===== src/design/roc_pkg.sv =====
// Shared constants for the relay output and setting-group control block.
// Assumes a single 25 MHz system clock; long intervals are top parameters.
package roc_pkg;
  localparam int ROW_W      = 8;
  localparam int EQ_ROWS    = 4;
  localparam int EQ_W       = EQ_ROWS * ROW_W;
  localparam int NUM_EQ     = 5;
  localparam int EQ_TRIP    = 0;
  localparam int EQ_A1      = 1;
  localparam int EQ_A2      = 2;
  localparam int EQ_A3      = 3;
  localparam int EQ_A4      = 4;
  localparam int NUM_GROUPS = 6;
  localparam int GRP_W      = 3;
  localparam int NUM_CT     = 7;
  localparam int CT_TRIP    = 0;
  localparam int CT_CLOSE   = 1;
  localparam int CT_ALARM   = 2;
  localparam int CT_A1      = 3;
  localparam int CT_A2      = 4;
  localparam int CT_A3      = 5;
  localparam int CT_A4      = 6;
  localparam int NUM_LED    = 8;
  localparam int NUM_POLES  = 3;
  localparam int CUR_W      = 16;
  localparam int SUM_W      = 32;
  localparam int CNT_W      = 16;
  localparam int TMR_W      = 32;
  localparam logic [GRP_W-1:0] SEL_CMD_LO  = 3'h0;
  localparam logic [GRP_W-1:0] SEL_CMD_HI  = 3'h7;
  localparam logic [GRP_W-1:0] GRP_NONE    = 3'h0;
  localparam logic [GRP_W-1:0] GRP_RESET   = 3'h1;
  localparam logic [1:0]       L1_FAIL_LIM = 2'h3;
  // Clock and interval figures
  localparam int CLK_NS         = 40;
  localparam int ONE_SEC_MS     = 1000;
  localparam int GRP_DISABLE_MS = 400;
  localparam int BRIEF_ALARM_MS = 100;
  localparam int LINE_CYCLE_US  = 16667;
  localparam int ONE_SEC_CYC    = ONE_SEC_MS * 1000000 / CLK_NS;
  localparam int GRP_DISABLE_CYC = GRP_DISABLE_MS * 1000000 / CLK_NS;
  localparam int BRIEF_ALARM_CYC = BRIEF_ALARM_MS * 1000000 / CLK_NS;
  localparam int LINE_CYCLE_CYC  = LINE_CYCLE_US * 1000 / CLK_NS;
  typedef enum logic {ROC_SEL_STABLE, ROC_SEL_WAIT} roc_sel_state_t;
endpackage : roc_pkg


===== src/design/roc_eqn_mem.sv =====
// Per-group store of output equation masks, one word per setting group.
// Assumes writes come from the settings path; read data is registered.
`timescale 1ns/10ps
module roc_eqn_mem #(
  parameter int WIDTH = 160,
  parameter int DEPTH = 6,
  parameter int AW    = 3
) (
  // Clock
  input  wire logic             clk_sys,
  // Write side
  input  wire logic             wr_en,
  input  wire logic [AW-1:0]    wr_addr,
  input  wire logic [WIDTH-1:0] wr_data,
  // Read side
  input  wire logic [AW-1:0]    rd_addr,
  output logic      [WIDTH-1:0] rd_data
);
  logic [WIDTH-1:0] mem_q [DEPTH];
  logic [WIDTH-1:0] rd_q;

  if (DEPTH > (1 << AW)) begin : g_chk
    $error("roc_eqn_mem: DEPTH exceeds address range");
  end

  always_ff @(posedge clk_sys) begin
    if (wr_en && (32'(wr_addr) < DEPTH)) begin
      mem_q[wr_addr] <= wr_data;
    end
    rd_q <= (32'(rd_addr) < DEPTH) ? mem_q[rd_addr] : '0;
  end

  assign rd_data = rd_q;
endmodule : roc_eqn_mem


===== src/design/roc_relay_output_ctrl.sv =====
// Output contacts, fault targets, setting-group selection and breaker monitor.
// Assumes all inputs are synchronous to clk_sys; events arrive as one-cycle pulses.
`timescale 1ns/10ps
module roc_relay_output_ctrl import roc_pkg::*; #(
  parameter int ONE_SEC_CYCLES  = ONE_SEC_CYC,
  parameter int DISABLE_CYCLES  = GRP_DISABLE_CYC,
  parameter int BRIEF_CYCLES    = BRIEF_ALARM_CYC,
  parameter int LINE_CYCLES     = LINE_CYCLE_CYC
) (
  // Clock and reset
  input  wire logic                                clk_sys,
  input  wire logic                                rst_b,
  // Status-word rows
  input  wire logic [ROW_W-1:0]                    row_one,
  input  wire logic [ROW_W-1:0]                    row_two,
  input  wire logic [ROW_W-1:0]                    row_three,
  input  wire logic [ROW_W-1:0]                    row_four,
  input  wire logic [ROW_W-1:0]                    row_six,
  // Direct inputs and commands
  input  wire logic                                direct_trip_input,
  input  wire logic                                direct_trip_mapped,
  input  wire logic                                open_cmd,
  input  wire logic                                direct_close_input,
  input  wire logic                                direct_close_mapped,
  input  wire logic                                close_cmd,
  // Alarm events
  input  wire logic                                lvl1_access_fail,
  input  wire logic                                lvl2_access_attempt,
  input  wire logic                                config_changed,
  input  wire logic                                year_mismatch,
  // Contact options
  input  wire logic                                alarm_select_jumper,
  input  wire logic [NUM_CT-1:0]                   contact_nc,
  // Targets
  input  wire logic [NUM_POLES-1:0]                phase_toc_pickup,
  input  wire logic                                residual_toc_pickup,
  input  wire logic [CNT_W-1:0]                    instant_target_time,
  input  wire logic                                target_reset_button,
  input  wire logic                                target_reset_cmd,
  // Setting groups
  input  wire logic                                group_select_bit0,
  input  wire logic                                group_select_bit1,
  input  wire logic                                group_select_bit2,
  input  wire logic [GRP_W-1:0]                    group_select_mapped,
  input  wire logic [GRP_W-1:0]                    cmd_group,
  input  wire logic [TMR_W-1:0]                    group_change_settle_time,
  input  wire logic                                demand_reset_on_group_change,
  input  wire logic                                eqn_wr_en,
  input  wire logic [GRP_W-1:0]                    eqn_wr_group,
  input  wire logic [NUM_EQ*EQ_W-1:0]              eqn_wr_data,
  // Breaker monitor
  input  wire logic                                breaker_aux_status,
  input  wire logic [NUM_POLES-1:0][CUR_W-1:0]     pole_current,
  // Contacts
  output logic                                     trip_out,
  output logic                                     close_out,
  output logic                                     alarm_out,
  output logic                                     prog_output_one,
  output logic                                     prog_output_two,
  output logic                                     prog_output_three,
  output logic                                     prog_output_four,
  // Targets and group status
  output logic [NUM_LED-1:0]                       target_led,
  output logic                                     instant_target_led,
  output logic [GRP_W-1:0]                         active_group,
  output logic                                     protection_disable,
  output logic                                     element_reset,
  output logic                                     demand_reset,
  // Breaker statistics
  output logic [CNT_W-1:0]                         relay_trip_count,
  output logic [CNT_W-1:0]                         ext_trip_count,
  output logic [NUM_POLES-1:0][SUM_W-1:0]          relay_isum,
  output logic [NUM_POLES-1:0][SUM_W-1:0]          ext_isum
);
  if (ONE_SEC_CYCLES < 1 || DISABLE_CYCLES < 1 || BRIEF_CYCLES < 1 || LINE_CYCLES < 2)
  begin : g_chk
    $error("roc_relay_output_ctrl: interval parameters out of range");
  end

  // Select code to group number; GRP_NONE when the command value is invalid
  function automatic logic [GRP_W-1:0] decode_group(input logic [GRP_W-1:0] code,
                                                    input logic [GRP_W-1:0] cmd);
    logic [GRP_W-1:0] g;
    g = (code == SEL_CMD_LO || code == SEL_CMD_HI) ? cmd : code;
    return (g == GRP_NONE || 32'(g) > NUM_GROUPS) ? GRP_NONE : g;
  endfunction : decode_group

  // ---------------- Setting group selection ----------------
  roc_sel_state_t   sel_st_q, sel_st_d;
  logic [GRP_W-1:0] sel_raw, stable_q, stable_d, pend_q, pend_d, act_q, act_d, tgt;
  logic [TMR_W-1:0] settle_q, settle_d, dis_q, dis_d;
  logic             chg, elem_q, elem_d, dem_q, dem_d, pdis_q, pdis_d;

  always_comb begin
    sel_raw  = {group_select_bit2, group_select_bit1, group_select_bit0}
             & group_select_mapped;
    sel_st_d = sel_st_q;
    stable_d = stable_q;
    pend_d   = pend_q;
    settle_d = settle_q;
    if (sel_raw == stable_q) begin
      sel_st_d = ROC_SEL_STABLE;
    end else if (sel_st_q == ROC_SEL_STABLE || sel_raw != pend_q) begin
      sel_st_d = ROC_SEL_WAIT;
      pend_d   = sel_raw;
      settle_d = '0;
    end else if (settle_q >= group_change_settle_time) begin
      stable_d = sel_raw;
      sel_st_d = ROC_SEL_STABLE;
    end else begin
      settle_d = settle_q + 1'b1;
    end
    tgt    = decode_group(stable_q, cmd_group);
    chg    = (tgt != GRP_NONE) && (tgt != act_q);
    act_d  = chg ? tgt : act_q;
    dis_d  = chg ? TMR_W'(DISABLE_CYCLES) : (dis_q != '0 ? dis_q - 1'b1 : '0);
    elem_d = chg;
    dem_d  = chg && demand_reset_on_group_change;
    pdis_d = (dis_d != '0);
  end

  always_ff @(posedge clk_sys) begin
    if (!rst_b) begin
      sel_st_q <= ROC_SEL_STABLE;
      stable_q <= '0;
      pend_q   <= '0;
      settle_q <= '0;
      act_q    <= GRP_RESET;
      dis_q    <= '0;
      elem_q   <= 1'b0;
      dem_q    <= 1'b0;
      pdis_q   <= 1'b0;
    end else begin
      sel_st_q <= sel_st_d;
      stable_q <= stable_d;
      pend_q   <= pend_d;
      settle_q <= settle_d;
      act_q    <= act_d;
      dis_q    <= dis_d;
      elem_q   <= elem_d;
      dem_q    <= dem_d;
      pdis_q   <= pdis_d;
    end
  end

  // ---------------- Equation masks of the active group ----------------
  logic [NUM_EQ*EQ_W-1:0]     eq_word;
  logic [NUM_EQ-1:0][EQ_W-1:0] eq_src;
  logic [NUM_EQ-1:0]          eq_term;

  roc_eqn_mem #(.WIDTH(NUM_EQ*EQ_W), .DEPTH(NUM_GROUPS), .AW(GRP_W)) roc_eqn_mem_instant_target_led (
    .clk_sys (clk_sys),
    .wr_en   (eqn_wr_en),
    .wr_addr (eqn_wr_group - 1'b1),
    .wr_data (eqn_wr_data),
    .rd_addr (act_q - 1'b1),
    .rd_data (eq_word)
  );

  assign eq_src[EQ_TRIP] = {row_six, row_four, row_two, row_one};
  assign eq_src[EQ_A1]   = {row_four, row_three, row_two, row_one};
  assign eq_src[EQ_A2]   = {row_four, row_three, row_two, row_one};
  assign eq_src[EQ_A3]   = {row_six, row_four, row_three, row_one};
  assign eq_src[EQ_A4]   = {row_six, row_four, row_three, row_two};

  for (genvar e = 0; e < NUM_EQ; e++) begin : g_eq
    assign eq_term[e] = |(eq_src[e] & eq_word[e*EQ_W +: EQ_W]) && (dis_q == '0);
  end

  // ---------------- Alarm timing ----------------
  logic [1:0]       l1_q, l1_d;
  logic [TMR_W-1:0] sec_q, sec_d, brief_q, brief_d;
  logic             l1_third, alarm_log;

  always_comb begin
    l1_third = lvl1_access_fail && (l1_q == L1_FAIL_LIM - 2'h1);
    l1_d     = l1_third ? 2'h0 : (lvl1_access_fail ? l1_q + 2'h1 : l1_q);
    if (l1_third || lvl2_access_attempt) begin
      sec_d = TMR_W'(ONE_SEC_CYCLES);
    end else begin
      sec_d = (sec_q != '0) ? sec_q - 1'b1 : '0;
    end
    if (config_changed || year_mismatch || chg) begin
      brief_d = TMR_W'(BRIEF_CYCLES);
    end else begin
      brief_d = (brief_q != '0) ? brief_q - 1'b1 : '0;
    end
    alarm_log = (sec_q != '0) || (brief_q != '0) || (dis_q != '0);
  end

  always_ff @(posedge clk_sys) begin
    if (!rst_b) begin
      l1_q    <= '0;
      sec_q   <= '0;
      brief_q <= '0;
    end else begin
      l1_q    <= l1_d;
      sec_q   <= sec_d;
      brief_q <= brief_d;
    end
  end

  // ---------------- Contacts ----------------
  logic              trip_log, trip_lq, trip_rise;
  logic [NUM_CT-1:0] ct_log, ct_q, ct_d;

  always_comb begin
    trip_log           = eq_term[EQ_TRIP]
                       || (direct_trip_mapped && direct_trip_input)
                       || open_cmd;
    trip_rise          = trip_log && !trip_lq;
    ct_log[CT_TRIP]    = trip_log;
    ct_log[CT_CLOSE]   = (direct_close_mapped && direct_close_input) || close_cmd;
    ct_log[CT_ALARM]   = alarm_log;
    ct_log[CT_A1]      = eq_term[EQ_A1];
    ct_log[CT_A2]      = eq_term[EQ_A2];
    ct_log[CT_A3]      = eq_term[EQ_A3];
    ct_log[CT_A4]      = alarm_select_jumper ? alarm_log : eq_term[EQ_A4];
    ct_d               = ct_log ^ contact_nc;
  end

  always_ff @(posedge clk_sys) begin
    if (!rst_b) begin
      trip_lq <= 1'b0;
      ct_q    <= '0;
    end else begin
      trip_lq <= trip_log;
      ct_q    <= ct_d;
    end
  end

  // ---------------- Targets ----------------
  logic [CNT_W-1:0]     oc_q, oc_d;
  logic [4:0]           flt_q, flt_d;
  logic [TMR_W-1:0]     lamp_q, lamp_d;
  logic                 btn_q, btn_rise;
  logic [NUM_LED-1:0]   led_q, led_d;

  always_comb begin
    btn_rise = target_reset_button && !btn_q;
    if (row_one == '0) begin
      oc_d = '0;
    end else begin
      oc_d = (oc_q > instant_target_time) ? oc_q : oc_q + 1'b1;
    end
    flt_d = flt_q;
    if (trip_rise) begin
      flt_d = {residual_toc_pickup, phase_toc_pickup,
               !(oc_q > instant_target_time)};
    end else if (!trip_log && (btn_rise || target_reset_cmd)) begin
      flt_d = '0;
    end
    lamp_d = btn_rise ? TMR_W'(ONE_SEC_CYCLES) : (lamp_q != '0 ? lamp_q - 1'b1 : '0);
    if (lamp_q != '0) begin
      led_d = '1;
    end else begin
      led_d = {alarm_log, dis_q == '0, breaker_aux_status, flt_q};
    end
  end

  always_ff @(posedge clk_sys) begin
    if (!rst_b) begin
      oc_q   <= '0;
      flt_q  <= '0;
      lamp_q <= '0;
      btn_q  <= 1'b0;
      led_q  <= '0;
    end else begin
      oc_q   <= oc_d;
      flt_q  <= flt_d;
      lamp_q <= lamp_d;
      btn_q  <= target_reset_button;
      led_q  <= led_d;
    end
  end

  // ---------------- Breaker monitor ----------------
  logic                                 aux_q, open_evt, rel_trip;
  logic [TMR_W-1:0]                     line_q, line_d;
  logic [CNT_W-1:0]                     rcnt_q, rcnt_d, ecnt_q, ecnt_d;
  logic [NUM_POLES-1:0][CUR_W-1:0]      smp_q, smp_d;
  logic [NUM_POLES-1:0][SUM_W-1:0]      rsum_q, rsum_d, esum_q, esum_d;

  always_comb begin
    open_evt = aux_q && !breaker_aux_status;
    rel_trip = trip_lq;
    line_d   = trip_rise ? TMR_W'(LINE_CYCLES) : (line_q != '0 ? line_q - 1'b1 : '0);
    rcnt_d   = (open_evt && rel_trip) ? rcnt_q + 1'b1 : rcnt_q;
    ecnt_d   = (open_evt && !rel_trip) ? ecnt_q + 1'b1 : ecnt_q;
  end

  for (genvar p = 0; p < NUM_POLES; p++) begin : g_pole
    always_comb begin
      smp_d[p]  = (line_q == TMR_W'(1)) ? pole_current[p] : smp_q[p];
      rsum_d[p] = (open_evt && rel_trip) ? rsum_q[p] + SUM_W'(smp_q[p]) : rsum_q[p];
      esum_d[p] = (open_evt && !rel_trip) ? esum_q[p] + SUM_W'(pole_current[p])
                                          : esum_q[p];
    end
  end

  always_ff @(posedge clk_sys) begin
    if (!rst_b) begin
      aux_q  <= 1'b0;
      line_q <= '0;
      rcnt_q <= '0;
      ecnt_q <= '0;
      smp_q  <= '0;
      rsum_q <= '0;
      esum_q <= '0;
    end else begin
      aux_q  <= breaker_aux_status;
      line_q <= line_d;
      rcnt_q <= rcnt_d;
      ecnt_q <= ecnt_d;
      smp_q  <= smp_d;
      rsum_q <= rsum_d;
      esum_q <= esum_d;
    end
  end

  // ---------------- Output wiring ----------------
  assign trip_out           = ct_q[CT_TRIP];
  assign close_out          = ct_q[CT_CLOSE];
  assign alarm_out          = ct_q[CT_ALARM];
  assign prog_output_one    = ct_q[CT_A1];
  assign prog_output_two    = ct_q[CT_A2];
  assign prog_output_three  = ct_q[CT_A3];
  assign prog_output_four   = ct_q[CT_A4];
  assign target_led         = led_q;
  assign instant_target_led = led_q[0];
  assign active_group       = act_q;
  assign protection_disable = pdis_q;
  assign element_reset      = elem_q;
  assign demand_reset       = dem_q;
  assign relay_trip_count   = rcnt_q;
  assign ext_trip_count     = ecnt_q;
  assign relay_isum         = rsum_q;
  assign ext_isum           = esum_q;
endmodule : roc_relay_output_ctrl


===== config.mk =====
export PLATFORM = sky130hd
export DESIGN_NAME = roc_relay_output_ctrl
export DESIGN_NICKNAME = d
export VERILOG_FILES = /design/src/design/roc_pkg.sv /design/src/design/roc_eqn_mem.sv /design/src/design/roc_relay_output_ctrl.sv
export SDC_FILE = /design/constraint.sdc
export NUM_CORES = 2
export LEC_CHECK = 0
export ABC_CLOCK_PERIOD_IN_PS = 20800
export BUFFER_PORTS_ARGS = -buffer_cell sky130_fd_sc_hd__buf_4
export CAP_MARGIN = 20
export CELL_PAD_IN_SITES_DETAIL_PLACEMENT = 0
export CELL_PAD_IN_SITES_GLOBAL_PLACEMENT = 2
export CORE_MARGIN = 4
export CORE_UTILIZATION = 39
export CTS_BUF_LIST = sky130_fd_sc_hd__clkbuf_4
export CTS_CLUSTER_SIZE = 28
export DETAILED_ROUTE_END_ITERATION = 10
export PLACE_DENSITY_LB_ADDON = 0.1
export SYNTH_ARGS = -nofsm -noshare
export SYNTH_HDL_FRONTEND = slang
export SYNTH_SLANG_ARGS = --single-unit

===== constraint.sdc =====
create_clock -name clk_sys -period 20.8 [get_ports clk_sys]
set_clock_uncertainty 0.2 [all_clocks]
set_input_delay 4.16 -clock clk_sys [delete_from_list [all_inputs] [get_ports clk_sys]]
set_output_delay 4.16 -clock clk_sys [all_outputs]
set_load 0.02 [all_outputs]

## After elaboration in Yosys (flattened, before gate mapping)

Memories as Yosys holds them, arrays and structs flattened. A register that Yosys moved wholly into a read port is not among the register bits.
Cells that the tools add are included.
W data, S select, Z words.

- Bits in registers: 518
- RAM bits: 960
- Input bits: 337
- Output and inout bits: 246
- Logic and storage cells: 167
- Memories: 1

Memories:

| name | words | width | read ports | clocked after Yosys merged registers in | wr ports | RTL line | text |
|---|---|---|---|---|---|---|---|
| roc_eqn_mem_instant_target_led.mem_q | 6 | 160 | 1 | 1 | 1 | roc_eqn_mem.sv:19 | `logic [WIDTH-1:0] mem_q [DEPTH];` |

- $add $sub $neg: 18
- $lt $le $gt $ge: 5
- Equal/unequal tests: 7
- Muxes and demuxes: 22
- Bitwise operators: 15
- Reduce and logical (&&, ||, !) cells: 63

Operators by type and width:

| kind | number |
|---|---|
| $add A32 B16 Y32 | 6 |
| $reduce_bool A32 Y1 | 6 |
| $and A32 B32 Y32 | 5 |
| $reduce_or A32 Y1 | 5 |
| $sub A32 B1 Y32 const B | 5 |
| $mux W32 | 4 |
| $mux W25 | 4 |
| $add A16 B1 Y16 const B | 3 |
| $mux W22 | 2 |
| $mux W19 | 2 |
| $add A32 B1 Y32 const B | 1 |
| $eq A32 B1 Y1 const B | 1 |
| $ge A32 B32 Y1 | 1 |
| $logic_not A32 Y1 | 1 |
| $logic_and A1 B1 Y1 | 17 |
| $gt A16 B16 Y1 | 1 |
| $logic_or A1 B1 Y1 | 12 |
| $reduce_or A3 Y1 | 4 |
| $mux W5 | 2 |
| $logic_not A8 Y1 | 1 |
| $mux W8 | 1 |
| $not A1 Y1 | 8 |
| $xor A7 B7 Y7 | 1 |
| $logic_not A1 Y1 | 6 |
| other kinds (18) | 31 |

## Longest topological paths before layout

- Word-level depth: 10
- Depth in mapped cells: 12
- Gate-level depth less buffers: 11

## By module

From an unflattened synthesis, not the netlist that was laid out.

- Cell total of the unflattened synthesis: 5551
- Area, all modules: 68994.9 um2

Modules (own cells, without submodules):

| module | times used | cells an instance | area each (um2) | seq. area each (um2) |
|---|---|---|---|---|
| roc_eqn_mem | 1 | 2039 | 40601.4 | 32030.7 |
| roc_relay_output_ctrl | 1 | 3512 | 28393.5 | 10369.9 |

## Least setup slack after synthesis

Ideal clock, no wire load.

- Kind: in2reg
- Start point: input port eqn_wr_group[0]
- End point: memory roc_eqn_mem_instant_target_led.mem_q[2][0], enable pin
- Library setup time: 1.125 ns
- Arrival time: 20.905 ns
- Data required time: 19.475 ns
- Slack: -1.430 ns
- Stages: 4
- Buffers on the path: 0
- Cell sequence: inv_1 ha_1 xor2_1 nor4b_1

- Cells in the longest elaborated chain, start to end: 5

Ends and longest elaborated chain:

| what | RTL line | text |
|---|---|---|
| start: declaration | roc_relay_output_ctrl.sv:49 | `input wire logic [GRP_W-1:0] eqn_wr_group,` |
| $sub A3 B1 Y3 * | roc_relay_output_ctrl.sv:154 | `.wr_addr (eqn_wr_group - 1'b1),` |
| $lt A3 B3 Y1 | roc_eqn_mem.sv:27 | `if (wr_en && (32'(wr_addr) < DEPTH)) begin` |
| $logic_and A1 B1 Y1 | roc_eqn_mem.sv:27 |  |
| $mux W1 | roc_eqn_mem.sv:27 |  |
| $mux W1 (implied by the code) | roc_eqn_mem.sv:28 | `mem_q[wr_addr] <= wr_data;` |
| end: declaration | roc_eqn_mem.sv:19 |  |

Every way passes the cells marked *; elsewhere a longest branch is shown, timed or not.

## Worst setup path in the final report

- Start point: input port eqn_wr_group[0]
- End point: memory roc_eqn_mem_instant_target_led.mem_q[3][116], enable pin

The elaborated chain is that of the path after synthesis.

==> flow_metrics.tcl <==
set metrics [dict create \
    status "finished, final reports clean" \
    peakVddDrop_mv 0.0584 \
    cts_made_buffers 451 \
    powerDensity_mw_per_mm2 93.1 \
    crit_end "roc_eqn_mem_instant_target_led.mem_q[3][116]" \
    cap_violations 0 \
    timing.hold.ws_ps 220 \
    num-nets-final 6625 \
    die_y_um 424 \
    drtIter0Drc 2493 \
    end_kind "flip-flop" \
    syn-cell-area_mm2 0.0674 \
    yosysSeqAreaShare 0.629 \
    worstPathCellList "buf_4 -> inv_1 -> ha_1 -> xor2_1 -> nor4b_2 -> buf_4 -> buf_4 -> buf_4" \
    io_pins 583 \
    seqPwrFrac 0.505 \
    syn-instance-count 5268 \
    crit_buf_inv 5 \
    dp_hpwl_mm 129 \
    critical_path.top_delay_family "buffers and inverters" \
    die_w_um 424 \
    ctsHoldBuffers 0 \
    hold_path.class "reg -> reg" \
    syn_area_per_cell_um2 12.8 \
    cts_sinks 1638 \
    slew_violations 0 \
    fin_crit_ps 6840 \
    synth.area.top_cells "edfxtp_1, dfxtp_1, mux4_2" \
    r2r_slack_ps 14840 \
    fill_cells 15850 \
    switchingPower_mw 1.90 \
    wirelength_mm 193 \
    r2r_cells 8 \
    vias 45380 \
    std_cell_rows 152 \
    tightestPinTransition_ps 1200 \
    syn-num-nets 5768 \
    grt_util_met1 0.269 \
    grt_max_degree 189 \
    cts_tree "done" \
    rsz0062_at_grt "false" \
    gp_congestion 0.814 \
    pwr-share-clk 0.387 \
    worstPathRequired_ps 21490 \
    htreeDepth 5 \
    grt_pass1_wl_mm 288 \
    synth_ff_type "edfxtp_1" \
    setup_tns_ps 0 \
    coreArea_mm2 0.172 \
    portBuffers 582 \
    crit_path_frequent_cell "buf_4" \
    clock_path_buffers 4 \
    syn2layout_area_growth_pct 18.8 \
    ys_ff_latch 1638 \
    period_share 0.329 \
    cts_setup_buffers 0 \
    grt_overflow 0 \
    cp_max_fo 54 \
    ys_types 83 \
    drive_gt1_frac 0.240 \
    antenna_found_initial 27 \
    postLayoutCellArea_mm2 0.0801 \
    timing.fmax_mhz 146 \
    ant_nets 0 \
    start_util 0.393 \
    crit_arrival_ps 7530 \
    die_area_mm2 0.180 \
    p_leak_nw 30.4 \
    setup_viol 0 \
    drt_pass1_iterations 5 \
    p_int_mw 5.55 \
    synth_warnings 0 \
    placed_area_mm2 0.0743 \
    synth_most_common_cell "edfxtp_1" \
    use_met2 0.358 \
    synth_edf_count 960 \
    hold_viol 0 \
    grt_util_all_layers 0.212 \
    clkTransAtPathRegs_ps 60 \
    avgRoutedWirePerCell_um 22.0 \
    cts-root-buf "clkbuf_4" \
    first_global_vias 45363 \
    ctsResizeCount 0 \
    relSlewSlack 0.192 \
    async_reset_ff_frac 0 \
    utilization 0.466 \
    synth_largest_area_cell "edfxtp_1" \
    crit_start "eqn_wr_group[0]" \
    grt_util_met3 0.0509 \
    crit_slowest_cell "buf_4" \
    synth_common_cells "edfxtp_1, dfxtp_1, nor2_1" \
    path_class "in -> reg" \
    viasPerCell 5.16 \
    drc 0 \
    worstReg2RegStart "active_group[0]" \
    switching_share 0.255 \
    power_mw 7.46 \
    clkLatencyLatePin_ps 1360 \
    p_comb_frac 0.109 \
    r2r_end "roc_eqn_mem_instant_target_led.rd_data[3]" \
    yosysTopAreaCellShare 0.428 \
    busiest_layer "met2" \
    start_kind "primary input" \
    critical_path.max_stage_delay_ps 830 \
    crit_cells 8 \
]
worst register-to-register path: stages (launching register included):
cell and delay [ps]:
dfxtp_4 800, inv_1 230, ha_4 820, buf_4 750
buf_4 650, buf_4 760, buf_4 890, mux4_2 430
a22o_1 340
worst min path at each step:
stage                     startpoint       endpoint  slack [ps]  depth (start not counted)
final                       flt_q[4]  target_led[4]         220                          2
after global routing        flt_q[4]  target_led[4]         220                          2
after CTS                   flt_q[4]  target_led[4]         210                          2
after detailed placement    flt_q[0]  target_led[0]         230                          2
after global placement      flt_q[1]  target_led[1]         230                          2
after floorplan           brief_q[0]     brief_q[0]         220                          1
layer usage:
metal | wire length [µm] | up-vias
met1 | 82200 | 22155
li1 | - | 21675
met3 | 11300 | 355
met2 | 95100 | 1177
met4 | 4680 | 18
met5 | 134 | -
registers in the layout, indices dropped and copies added (netlist names), 2 cells and up:
| name | cells |
|---|---|
| line_q | 32 |
| roc_eqn_mem_instant_target_led.mem_q | 960 |
| settle_q | 32 |
| ext_trip_count | 16 |
| relay_isum | 96 |
| active_group | 3 |
| relay_trip_count | 16 |
| smp_q | 48 |
| roc_eqn_mem_instant_target_led.rd_data | 160 |
| lamp_q | 32 |
| dis_q | 32 |
| brief_q | 32 |
| l1_q | 2 |
| ext_isum | 96 |
| oc_q | 16 |
| sec_q | 32 |
| ct_q | 7 |
| target_led | 8 |
| pend_q | 3 |
| flt_q | 5 |
| stable_q | 3 |
metrics by stage:
| step | setup WS, ps | std cells |
|---|---|---|
| 3_3_place_gp | 12580 | 7980 |
| 2_1_floorplan | -1430 | 5268 |
| 5_1_grt | 13840 | 8789 |
| 3_5_place_dp | 12610 | 7980 |
| 6_report | 13960 | 8800 |
| 4_1_cts | 13860 | 8779 |
layout by cell type (no fill, tap or decap), drive strengths merged, types with 94 or more instances in the layout:
cell type and instances:
edfxtp 960, clkbuf 679, dfxtp 678, buf 636
nor2 562, nand2 412, a21oi 266, xnor2 207
mux2i 191, a22o 173, mux4 160, ha 157
o21ai 146, inv 129, clkinv 111, xor2 101
nand3 97, nor3 94
area by class of cell:
class                      count  area (µm²)  share of cell area
clock buffer                 679        5100              0.0636
antenna                       19        47.5            0.000594
multi-input combinational   3272       23700               0.296
inverter                     126         480             0.00600
tap                         2310        2890              0.0361
timing repair buffer         636        4840              0.0605
sequential                  1638       42400               0.529
clock inverter               120         628             0.00784
kinds of logic (layout without fill, tap and decap cells):
| logic type | count (synthesis) | after routing | share of synthesized area |
|---|---|---|---|
| flip-flops | 1638 | 1638 | 0.629 |
| AND/OR/NAND/NOR | 1558 | 1558 | 0.109 |
| AO/OA/AOI/OAI | 891 | 891 | 0.0885 |
| buffers and inverters | 358 | 1561 | 0.0206 |
| multiplexers | 352 | 352 | 0.0820 |
| XOR/XNOR | 308 | 308 | 0.0400 |
| adder cells (fa/ha/maj) | 163 | 163 | 0.0309 |
| other | 0 | 19 | 0 |
power by group through the flow:
| stage | clock (mW) | sequential, mW | combinational [mW] |
|---|---|---|---|
| finish | 2.88 | 3.76 | 0.812 |
| CTS | 3.00 | 3.77 | 0.827 |
| floorplan | 0 | 3.79 | 0.541 |
| global route | 3.19 | 3.78 | 0.890 |
| global placement | 0 | 3.83 | 0.822 |
| detailed placement | 0 | 3.84 | 0.824 |
(Power assumes the default switching activity.)
